## config.mk

```make
export PLATFORM = sky130hd
export DESIGN_NAME = spi_status_readback
export DESIGN_NICKNAME = d
export VERILOG_FILES = /design/src/rtl/spi_status_pkg.sv /design/src/rtl/pin_sync3.sv /design/src/rtl/spi_status_readback.sv
export SDC_FILE = /design/constraint.sdc
export NUM_CORES = 1
export LEC_CHECK = 0
export ABC_AREA = 1
export BUFFER_PORTS_ARGS = -buffer_cell sky130_fd_sc_hd__buf_2
export CORE_ASPECT_RATIO = 1.4
export CORE_MARGIN = 5
export CORE_UTILIZATION = 56
export DETAILED_ROUTE_END_ITERATION = 6
export PLACE_DENSITY_LB_ADDON = 0.1
export SYNTH_ARGS = -nofsm -noshare
export SYNTH_HDL_FRONTEND = slang
export SYNTH_SLANG_ARGS = --single-unit
```

## constraint.sdc

```tcl
create_clock -name clk -period 5.8 [get_ports clk]
set_clock_uncertainty 0.15 [all_clocks]
set_input_delay 0.87 -clock clk [delete_from_list [all_inputs] [get_ports clk]]
set_output_delay 0.87 -clock clk [all_outputs]
set_load 0.005 [all_outputs]
```

## src/rtl/spi_status_pkg.sv

```systemverilog
package spi_status_pkg;

  // Word and field geometry of one serial frame
  localparam int WORD_W      = 16;
  localparam int N_OUT       = 4;
  localparam int PAYLOAD_W   = 9;
  localparam int SEL_W       = 5;
  localparam int CNT_W       = 4;
  localparam int CMD_WD_BIT  = 15;
  localparam int CMD_OUT_HI  = 14;
  localparam int CMD_OUT_LO  = 13;
  localparam int CMD_REG_HI  = 12;
  localparam int CMD_REG_LO  = 10;
  localparam int SEL_OUT_HI  = 4;
  localparam int SEL_OUT_LO  = 3;
  localparam int RSP_WD_BIT  = 15;
  localparam int RSP_SEL_HI  = 14;
  localparam int RSP_SEL_LO  = 10;
  localparam int RSP_NM_BIT  = 9;

  // Per-output and global register widths
  localparam int DUTY_W      = 8;
  localparam int SWCFG_W     = 6;
  localparam int FLTCFG_W    = 7;
  localparam int OCP_W       = 8;
  localparam int GCR_W       = 9;
  localparam int FAULT_W     = 8;
  localparam int HEALTH_W    = 3;
  localparam int PRODUCT_W   = 3;
  localparam int DUTY_ON_BIT = 7;

  // Register codes in the low three selector or address bits
  localparam logic [2:0] REG_FAULT_STATUS = 3'h0;
  localparam logic [2:0] REG_DUTY         = 3'h1;
  localparam logic [2:0] REG_SWCFG        = 3'h2;
  localparam logic [2:0] REG_FLTCFG       = 3'h3;
  localparam logic [2:0] REG_OCP          = 3'h4;
  localparam logic [2:0] REG_GLOBAL       = 3'h5;
  localparam logic [2:0] REG_DIAG         = 3'h7;

  // Upper selector bits that pick among global readbacks
  localparam logic [1:0] HI_GLOBAL        = 2'h0;
  localparam logic [1:0] HI_HEALTH        = 2'h0;
  localparam logic [1:0] HI_INPUT_WD      = 2'h1;
  localparam logic [1:0] HI_PRODUCT       = 2'h2;

  // Reset values
  localparam logic [SEL_W-1:0]     SEL_RST    = 5'h00;
  localparam logic [DUTY_W-1:0]    DUTY_RST   = 8'h00;
  localparam logic [SWCFG_W-1:0]   SWCFG_RST  = 6'h00;
  localparam logic [FLTCFG_W-1:0]  FLTCFG_RST = 7'h00;
  localparam logic [OCP_W-1:0]     OCP_RST    = 8'h00;
  localparam logic [GCR_W-1:0]     GCR_RST    = 9'h000;
  localparam logic [FAULT_W-1:0]   FAULT_RST  = 8'h00;
  localparam logic [WORD_W-1:0]    WORD_RST   = 16'h0000;
  localparam logic                 POR_RST    = 1'b1;

endpackage : spi_status_pkg

```

## src/rtl/pin_sync3.sv

```systemverilog
`timescale 1ns/100ps

// Three-stage pin synchroniser; output moves once stages two and three agree
module pin_sync3 #(
  parameter int               WIDTH     = 1,
  parameter logic [WIDTH-1:0] RESET_VAL = '0
) (
  input  wire logic             clk,
  input  wire logic             arst_n,
  input  wire logic [WIDTH-1:0] pin,
  output logic      [WIDTH-1:0] stable
);

  typedef struct packed {
    logic [WIDTH-1:0] s1;
    logic [WIDTH-1:0] s2;
    logic [WIDTH-1:0] s3;
    logic [WIDTH-1:0] out;
  } sync_t;

  sync_t st_q;
  sync_t st_d;

  // Stage one feeds stage two only; agreement filter on two and three
  always_comb begin
    st_d    = st_q;
    st_d.s1 = pin;
    st_d.s2 = st_q.s1;
    st_d.s3 = st_q.s2;
    for (int b = 0; b < WIDTH; b++) begin
      if (st_q.s2[b] == st_q.s3[b]) begin
        st_d.out[b] = st_q.s3[b];
      end
    end
  end

  always_ff @(posedge clk or negedge arst_n) begin
    if (!arst_n) begin
      st_q <= '{s1: RESET_VAL, s2: RESET_VAL, s3: RESET_VAL, out: RESET_VAL};
    end else begin
      st_q <= st_d;
    end
  end

  assign stable = st_q.out;

endmodule : pin_sync3

```

## src/rtl/spi_status_readback.sv

```systemverilog
`timescale 1ns/100ps

// Contract
// - Chip select falling loads the selected 16-bit response into the shifter.
// - Response leaves MSB first while the command word shifts in.
// - First sixteen bits answer the previous transaction's selection.
// - Beyond sixteen bits, serial output repeats the received input bits.
// - Chip select rising latches data only for bit counts multiple of 16.
// - Valid end tri-states serial output and rearms fault capture.
// - Five-bit selector picks content; top two bits pick the output.
// - Selection persists until a new readback-select command arrives.
// - Invalid transaction leaves readback state untouched.
// - Response bit 15 echoes previous watchdog toggle bit.
// - Response bits 14..10 echo the five selector bits.
// - Response bit 9 is one in normal mode.
// - Bits 8..0 content chosen by selector low bits per code.
// - Fault readback bit 8 shows power-on flag, cleared only by read.
// - Fault readback bits 7..0 give selected output's fault flags.
// - Duty readback: bit 8 zero, on-command, seven-bit duty.
// - Switching readback: direct disable, slew select, delay count.
// - Fault-config readback returns bits 6..0 as programmed.
// - Overcurrent readback returns curves, override, level, mode.
// - After reset all returned bits read zero except bit 8.
// - Fault pin flags all faults; latched ones clear on switch-off.
// - Global-config readback returns the programmed global bits.
// - Health readback: clock range, calibration fail, prewarning.
// - Input readback: four direct inputs and watchdog enable flag.
module spi_status_readback #(
  // Product code value is arbitrary
  parameter logic [spi_status_pkg::PRODUCT_W-1:0] PRODUCT_CODE = 3'h2
) (
  input  wire logic                                     clk,
  input  wire logic                                     arst_n,
  input  wire logic                                     sclk,
  input  wire logic                                     cs_n,
  input  wire logic                                     si,
  output logic                                          so,
  output logic                                          so_oe,
  input  wire logic                                     normal_mode_flag,
  input  wire logic                                     por_event,
  input  wire logic                                     supply_low_fault,
  input  wire logic                                     supply_high_fault,
  input  wire logic [spi_status_pkg::N_OUT-1:0]         open_load_on_fault,
  input  wire logic [spi_status_pkg::N_OUT-1:0]         open_load_off_fault,
  input  wire logic [spi_status_pkg::N_OUT-1:0]         short_to_battery_fault,
  input  wire logic [spi_status_pkg::N_OUT-1:0]         thermal_fault,
  input  wire logic [spi_status_pkg::N_OUT-1:0]         severe_short_fault,
  input  wire logic [spi_status_pkg::N_OUT-1:0]         overcurrent_fault,
  input  wire logic [spi_status_pkg::HEALTH_W-1:0]      device_health_flags,
  input  wire logic [spi_status_pkg::N_OUT-1:0]         direct_inputs,
  input  wire logic                                     watchdog_active_flag,
  output logic                                          fault_status_pin_n,
  output logic [spi_status_pkg::N_OUT-1:0]
               [spi_status_pkg::DUTY_W-1:0]             duty_register,
  output logic [spi_status_pkg::N_OUT-1:0]
               [spi_status_pkg::SWCFG_W-1:0]            switching_config,
  output logic [spi_status_pkg::N_OUT-1:0]
               [spi_status_pkg::FLTCFG_W-1:0]           fault_config,
  output logic [spi_status_pkg::N_OUT-1:0]
               [spi_status_pkg::OCP_W-1:0]              overcurrent_profile,
  output logic [spi_status_pkg::GCR_W-1:0]              global_config,
  output logic                                          watchdog_toggle_bit
);

  import spi_status_pkg::*;

  typedef struct packed {
    logic                               cs_n_prev;
    logic                               sclk_prev;
    logic                               active;
    logic [WORD_W-1:0]                  shifter;
    logic                               so;
    logic [CNT_W-1:0]                   bit_cnt;
    logic                               got_word;
    logic [SEL_W-1:0]                   readback_selector;
    logic                               wd_echo;
    logic [N_OUT-1:0][DUTY_W-1:0]       duty;
    logic [N_OUT-1:0][SWCFG_W-1:0]      swcfg;
    logic [N_OUT-1:0][FLTCFG_W-1:0]     fltcfg;
    logic [N_OUT-1:0][OCP_W-1:0]        ocp;
    logic [GCR_W-1:0]                   global_configuration;
    logic [N_OUT-1:0][FAULT_W-1:0]      fault_register;
    logic                               por_flag;
    logic                               por_read;
    logic [N_OUT-1:0]                   latched;
    logic                               fs_n;
  } state_t;

  state_t st_q;
  state_t st_d;

  logic [2:0] pins_s;
  logic       cs_n_s;
  logic       sclk_s;
  logic       si_s;

  // Pin conditioning for the link clock, select and data
  pin_sync3 #(
    .WIDTH     (3),
    .RESET_VAL (3'h4)
  ) u_pin_sync (
    .clk    (clk),
    .arst_n (arst_n),
    .pin    ({cs_n, sclk, si}),
    .stable (pins_s)
  );

  assign cs_n_s = pins_s[2];
  assign sclk_s = pins_s[1];
  assign si_s   = pins_s[0];

  // Live fault byte of one output, shared by capture and readback
  function automatic logic [FAULT_W-1:0] live_faults(input int unsigned o);
    live_faults = {supply_low_fault, supply_high_fault,
                   open_load_on_fault[o], open_load_off_fault[o],
                   short_to_battery_fault[o], thermal_fault[o],
                   severe_short_fault[o], overcurrent_fault[o]};
  endfunction : live_faults

  // Payload selected by the stored selector
  function automatic logic [PAYLOAD_W-1:0] payload(input state_t s);
    logic [1:0] o;
    logic [1:0] hi;
    o       = s.readback_selector[SEL_OUT_HI:SEL_OUT_LO];
    hi      = o;
    payload = '0;
    unique case (s.readback_selector[2:0])
      REG_FAULT_STATUS: payload = {s.por_flag,
                                   s.fault_register[o] | live_faults(o)};
      REG_DUTY:   payload = {1'b0, s.duty[o]};
      REG_SWCFG:  payload = {3'h0, s.swcfg[o]};
      REG_FLTCFG: payload = {2'h0, s.fltcfg[o]};
      REG_OCP:    payload = {1'b0, s.ocp[o]};
      REG_GLOBAL: begin
        if (hi == HI_GLOBAL) begin
          payload = s.global_configuration;
        end
      end
      REG_DIAG: begin
        if (hi == HI_HEALTH) begin
          payload = {6'h00, device_health_flags};
        end else if (hi == HI_INPUT_WD) begin
          payload = {4'h0, direct_inputs, watchdog_active_flag};
        end else if (hi == HI_PRODUCT) begin
          payload = {6'h00, PRODUCT_CODE};
        end
      end
      default: payload = '0;
    endcase
  endfunction : payload

  logic              cs_fall;
  logic              cs_rise;
  logic              sclk_rise;
  logic              sclk_fall;
  logic              len_ok;
  logic [WORD_W-1:0] rx;
  logic [1:0]        w_out;
  logic [2:0]        w_reg;

  // Edge detection on the conditioned pins
  assign cs_fall   = st_q.cs_n_prev & ~cs_n_s;
  assign cs_rise   = ~st_q.cs_n_prev & cs_n_s;
  assign sclk_rise = st_q.active & ~st_q.sclk_prev & sclk_s;
  assign sclk_fall = st_q.active & st_q.sclk_prev & ~sclk_s;
  assign len_ok    = st_q.got_word & (st_q.bit_cnt == '0);
  assign rx        = st_q.shifter;
  assign w_out     = rx[CMD_OUT_HI:CMD_OUT_LO];
  assign w_reg     = rx[CMD_REG_HI:CMD_REG_LO];

  // Frame handling, register latch and fault bookkeeping
  always_comb begin
    st_d           = st_q;
    st_d.cs_n_prev = cs_n_s;
    st_d.sclk_prev = sclk_s;

    if (cs_fall) begin
      // Snapshot of the previous selection's answer
      st_d.shifter  = {st_q.wd_echo, st_q.readback_selector,
                       normal_mode_flag, payload(st_q)};
      st_d.so       = st_q.wd_echo;
      st_d.active   = 1'b1;
      st_d.bit_cnt  = '0;
      st_d.got_word = 1'b0;
      st_d.por_read = (st_q.readback_selector[2:0] == REG_FAULT_STATUS);
    end else if (cs_rise) begin
      st_d.active = 1'b0;
      if (len_ok) begin
        // Last complete word of the frame is the command
        st_d.wd_echo = rx[CMD_WD_BIT];
        unique case (w_reg)
          REG_FAULT_STATUS: begin
            st_d.readback_selector = rx[SEL_W-1:0];
          end
          REG_DUTY:   st_d.duty[w_out]   = rx[DUTY_W-1:0];
          REG_SWCFG:  st_d.swcfg[w_out]  = rx[SWCFG_W-1:0];
          REG_FLTCFG: st_d.fltcfg[w_out] = rx[FLTCFG_W-1:0];
          REG_OCP:    st_d.ocp[w_out]    = rx[OCP_W-1:0];
          REG_GLOBAL: begin
            if (w_out == HI_GLOBAL) begin
              st_d.global_configuration = rx[GCR_W-1:0];
            end
          end
          default: st_d.global_configuration = st_q.global_configuration;
        endcase
        if (st_q.por_read) begin
          st_d.por_flag = 1'b0;
        end
        st_d.fault_register = '0;
      end
      // An invalid frame changes nothing above
      st_d.por_read = 1'b0;
    end else if (sclk_rise) begin
      st_d.shifter = {st_q.shifter[WORD_W-2:0], si_s};
      st_d.bit_cnt = st_q.bit_cnt + 1'b1;
      if (st_q.bit_cnt == '1) begin
        st_d.got_word = 1'b1;
      end
    end else if (sclk_fall) begin
      st_d.so = st_q.shifter[WORD_W-1];
    end

    // Fault capture; new events win over the rearm
    for (int i = 0; i < N_OUT; i++) begin
      st_d.fault_register[i] = st_d.fault_register[i] | live_faults(i);
      if (thermal_fault[i] | severe_short_fault[i] | overcurrent_fault[i]) begin
        st_d.latched[i] = 1'b1;
      end else if (st_q.duty[i][DUTY_ON_BIT]
                   & ~st_d.duty[i][DUTY_ON_BIT]) begin
        st_d.latched[i] = 1'b0;
      end
    end
    if (por_event) begin
      st_d.por_flag = 1'b1;
    end

    // Fault pin, low while any fault present or latched
    st_d.fs_n = 1'b1;
    for (int i = 0; i < N_OUT; i++) begin
      if (st_d.latched[i] | (|live_faults(i))) begin
        st_d.fs_n = 1'b0;
      end
    end
  end

  // State register; everything clears on reset except por_flag, cs_n_prev and fs_n, which set
  always_ff @(posedge clk or negedge arst_n) begin
    if (!arst_n) begin
      st_q <= '{cs_n_prev:         1'b1,
                sclk_prev:         1'b0,
                active:            1'b0,
                shifter:           WORD_RST,
                so:                1'b0,
                bit_cnt:           '0,
                got_word:          1'b0,
                readback_selector: SEL_RST,
                wd_echo:           1'b0,
                duty:              {N_OUT{DUTY_RST}},
                swcfg:             {N_OUT{SWCFG_RST}},
                fltcfg:            {N_OUT{FLTCFG_RST}},
                ocp:               {N_OUT{OCP_RST}},
                global_configuration:               GCR_RST,
                fault_register:    {N_OUT{FAULT_RST}},
                por_flag:          POR_RST,
                por_read:          1'b0,
                latched:           '0,
                fs_n:              1'b1};
    end else begin
      st_q <= st_d;
    end
  end

  // Outputs straight from the state register
  assign so                  = st_q.so;
  assign so_oe               = st_q.active;
  assign fault_status_pin_n  = st_q.fs_n;
  assign duty_register       = st_q.duty;
  assign switching_config    = st_q.swcfg;
  assign fault_config        = st_q.fltcfg;
  assign overcurrent_profile = st_q.ocp;
  assign global_config       = st_q.global_configuration;
  assign watchdog_toggle_bit = st_q.wd_echo;

endmodule : spi_status_readback
```

# Word level (Yosys, flattened, before mapping)
# Cells that the tools add are included.
[totals]
wordCells = 203
inputBits = 41
regBits = 207
out_inout_bits = 129
[classes]
magnitude_cmp = 4
bitwise = 37
n_mux = 69
reduce_logical = 28
addsub = 1
eq_ne = 20
[op_table]
columns = ["cell", "count"]
rows = [
  ["$mux W158", 2],
  ["$mux W159", 1],
  ["$bwmux W32", 2],
  ["$mux W32", 2],
  ["$pmux W9 S7", 1],
  ["$bmux W8 S2", 3],
  ["$or A8 B8 Y8", 5],
  ["$mux W8", 4],
  ["$reduce_or A8 Y1", 4],
  ["$bwmux W28", 1],
  ["$mux W28", 1],
  ["$mux W9", 3],
  ["$mux W1", 25],
  ["$bwmux W24", 1],
  ["$mux W24", 1],
  ["$reduce_and A4 Y1", 6],
  ["$mux W23", 1],
  ["$mux W22", 1],
  ["$demux W8 S2", 1],
  ["$mux W16", 1],
  ["$eq A3 B3 Y1 const B", 5],
  ["$mux W5", 3],
  ["$bmux W7 S2", 1],
  ["$demux W7 S2", 1],
  ["other kinds (27)", 83],
]

# Longest topological paths before layout
[logic_depth]
ltp_word = 18
mapped_depth = 14
mapped_depth_nobuf = 13

# Modules after synthesis
# From an unflattened synthesis, not the netlist that was laid out.
[unflattened]
cells_unflattened = 1414
hier_area_um2 = 10934.2
[modules_own_cells]
columns = ["module", "cells_per_inst", "instances", "area_per_inst_um2"]
rows = [
  ["spi_status_readback", 1387, 1, 10557.6],
  ["pin_sync3", 27, 1, 376.6],
]

# Worst setup path before layout
# OpenSTA, ideal clock, no wires.
[synth_path]
path_kind = "register to register"
startpoint = "register u_pin_sync.st_q (netlist bit u_pin_sync.stable[2])"
endpoint = "register with a tool-made name"
path_buffers = 1
setup_time_ps = 130
path_stages_with_launch = 14
arrival_ps = 1800
path_slack_ps = 3720
synth_period_minus_slack_ps = 2080
required_time_ps = 5520
path_cell_list = "dfstp_2 -> inv_1 -> ha_1 -> inv_2 -> nand2_1 -> inv_1 -> nand3_2 -> nor2_2 -> inv_2 -> nor3_4 -> inv_2 -> buf_6 -> nand2_1 -> o21ai_2"
[synth_lines]
columns = ["item", "line_no", "text"]
rows = [
  ["from (decl)", "pin_sync3.sv:21", "sync_t st_q;"],
  ["from (signal assigned)", "pin_sync3.sv:39", "st_q <= '{s1: RESET_VAL, s2: RESET_VAL, s3: RESET_VAL, out: RESET_VAL};"],
  ["from (signal assigned)", "pin_sync3.sv:41", "st_q <= st_d;"],
]

# Worst setup path after layout
[layout_path]
startpoint = "register u_pin_sync.st_q (netlist bit u_pin_sync.stable[2])"
endpoint = "register st_q (netlist bit rx[10])"
[layout_between]
elab_chain_len = 4
word_cells_on_any_way = 7
[layout_lines]
columns = ["item", "line_no", "text"]
rows = [
  ["$not A1 Y1 *", "spi_status_readback.sv:162", "assign cs_fall = st_q.cs_n_prev & ~cs_n_s;"],
  ["$and A1 B1 Y1 *", "spi_status_readback.sv:162", ""],
  ["net cs_fall", "spi_status_readback.sv:152", "logic cs_fall;"],
  ["$ne A2 B2 Y1 (no line) / $reduce_bool A2 Y1 (equally long branches)", "n/a", ""],
  ["$reduce_and A2 Y1 (no line)", "n/a", ""],
  ["to (signal assigned)", "spi_status_readback.sv:249", "st_q <= '{cs_n_prev: 1'b1,"],
  ["to (signal assigned)", "spi_status_readback.sv:269", "st_q <= st_d;"],
  ["to (decl)", "spi_status_readback.sv:89", "state_t st_q;"],
]
# The timed path passes the listed nets; every way through them passes the cells marked *.
# A chain may end at the register's enable or synchronous reset.

==> reports/results.ini <==
[run_status]
status=complete, no violations

[setup_path]
cp.arrival_ps=3810
crit_chain=inv_1, ha_1, inv_2, o31ai_1, nand2_1, clkinv_1, nand2_1, o22ai_1, nor2_1
worstPathMaxFanout=24
rrSetupSlack_ps=2270
slowest_delay_ps=630
cp_common_cell=nand2_1
critPathLaunchType=register
path_class=register to register
endpoint_kind=register
cp_slowest_cell=clkinv_1
crit_family=simple AND/OR/NAND/NOR gates
worst-path-buf-inv=3
required_ps=6080

[synth]
seq_area_frac_synth=0.472
ys.flop_type=dfrtp_1
netlist_area_um2=11000
netlist_instances=1407
synth.avg_cell_area_um2=7.81
synth.distinct_cells=39
synth-edff-count=0
syn-num-nets=1453
yosys_warnings=0
synthArstFlopShare=1.00
ys_seq_elements=207

[timing]
tightest_slew_ps=998
rsz0062_at_grt=false
setup_ws_ps=2270
hold_viol_final=0
final.setup.tns_ps=0
final-max-slew-violation-count=0
period_share=0.608
setup_viol=0
finalCriticalPeriod_ps=3530
relSlewSlack=0.334
max_freq_mhz=284

[power]
fin_total_pwr_w=0.00343
leakage_nw=6.18
sw_frac_of_total=0.311
internal-power_w=0.00237
p_sw_w=0.00107
seqPwrFrac=0.473
pwr-share-clk=0.376
comb_power_share=0.151
vdd_ir_drop_max_v=0.000280
power_density_nw_per_um2=296

[cells_and_area]
syn_to_final_growth_pct=5.55
nets=1468
drive_gt1_frac=0.194
fillers=1834
fin_area_um2=11600
antenna_cells=0

[clock_network]
cts_sinks=207
root_buffer=clkbuf_16
clkSlewWorstSetupHoldPaths_ps=60
cts_resized=0
hold_buffers=0
cts.path.max_buffers=3
cts_buffers=21
worstSkewPairLatency_ps=500
cts_setup_buffers=0
cts_tree=built
htreeDepth=1

[floorplanning]
row_count=60
dieArea_um2=22600
core_um2=19300
initial_utilization=0.570
io_pins=170
fp.dieH_um=176
die_x_um=128

[grt]
grt_pass1_wl_mm=47.3
grt_usage=0.268
antenna_found_initial=0
grt_pass1_vias=8644
grt_overflow_total=0
grt_max_degree=110

[placed_design]
pre_cts_ws_ps=2300
postPlaceCellArea_um2=11000
io_buffers=169
dp_hpwl_mm=21.7
gp_congestion=0.932

[detailed_routing]
via_per_inst=5.24
drtIter0Drc=875
drc=0
drt-total-wl_mm=30.4
dr.pass1.iters=5
wire_per_inst_um=18.1
vias=8818
ant_nets=0

[hold_path]
hp-class=register to register

[flow_run]
maxCapViolCount=0

[cell type report]
type	count	area, um2	share of cell area
clock buffers	32	617	0.0532
clock inverters	5	28.8	0.00248
inverters	157	589	0.0508
multi-input cells	860	3970	0.342
flip-flops and latches	207	5190	0.447
well taps	248	310	0.0267
repair buffers	175	900	0.0775
[final timing paths]
path,start,to,cells after the start
min reg2reg,u_pin_sync.st_d[6],u_pin_sync.st_d[3],0
max,u_pin_sync.stable[2],rx[10],9
min,u_pin_sync.st_d[6],u_pin_sync.st_d[3],0
max reg2reg,u_pin_sync.stable[2],rx[10],9
min in group asynchronous,arst_n,async pin,1
max in group asynchronous,arst_n,st_q[19],2
[metal layers]
metal	track usage	wire length, um
met1	0.334	11900
met2	0.464	15300
met3	0.0316	1730
met4	0.117	1470
met5	0	0
[synth_stat cells (2+ instances only)]
library cell  count  area (um2)
a21oi_1          38         190
buf_2            30         150
buf_4           127         953
buf_6             6        67.6
clkbuf_1         19        71.3
dfrtp_1         200        5000
dfstp_2           7         184
ha_1              5        62.6
inv_1           148         556
inv_2             8        30.0
maj3_1            3        30.0
nand2_1         445        1670
nand2_2           6        37.5
nand3_1          67         335
nand3_2           8        80.1
nand4_1           5        31.3
nor2_1           92         345
nor2_2            5        31.3
nor3_1            9        45.0
nor3_2            3        30.0
nor3_4            4        65.1
nor4_1            2        12.5
o21ai_0          71         355
o21ai_1          51         255
o21ai_2          28         245
o22ai_1           7        43.8
[cells in the final DEF (no fill, tap or decap), drive strengths merged, types with 3 or more instances in the layout]
cell type and count:
nor4 3, ha 5, nand3 75, a21oi 39
o21ai 150, inv 157, dfstp 7, dfrtp 200
clkbuf 33, nand4 5, nand2 451, buf 174
o22ai 7, nor2 98, nor3 16, clkinv 5
maj3 3
[stage by stage]
stage / utilization / std cells / hold WS (ps)
after global routing: 0.601 / 1684 / 217
after global placement: 0.568 / 1647 / 197
final: 0.601 / 1684 / 198
after floorplan: - / 1407 / 181
after CTS: 0.601 / 1684 / 200
after detailed placement: 0.568 / 1647 / 188
[power groups by stage]
stage	clock, W	sequential [W]	combinational [W]
global route	0.00137	0.00163	0.000566
detailed placement	0	0.00165	0.000513
finish	0.00129	0.00162	0.000519
CTS	0.00131	0.00162	0.000518
global placement	0	0.00164	0.000511
floorplan	0	0.00162	0.000318
[kinds of logic (layout without fill, tap and decap cells)]
family	count (synthesis)	after routing	synth area share
xor gates and xnor gates	1	1	0.000797
buffers and inverters	340	369	0.167
DFF	207	207	0.472
adders and majority gates	8	8	0.00842
and+or+nand+nor	649	649	0.248
AOI/OAI and AO/OA	202	202	0.104
Power figures use the tool's default switching activity.
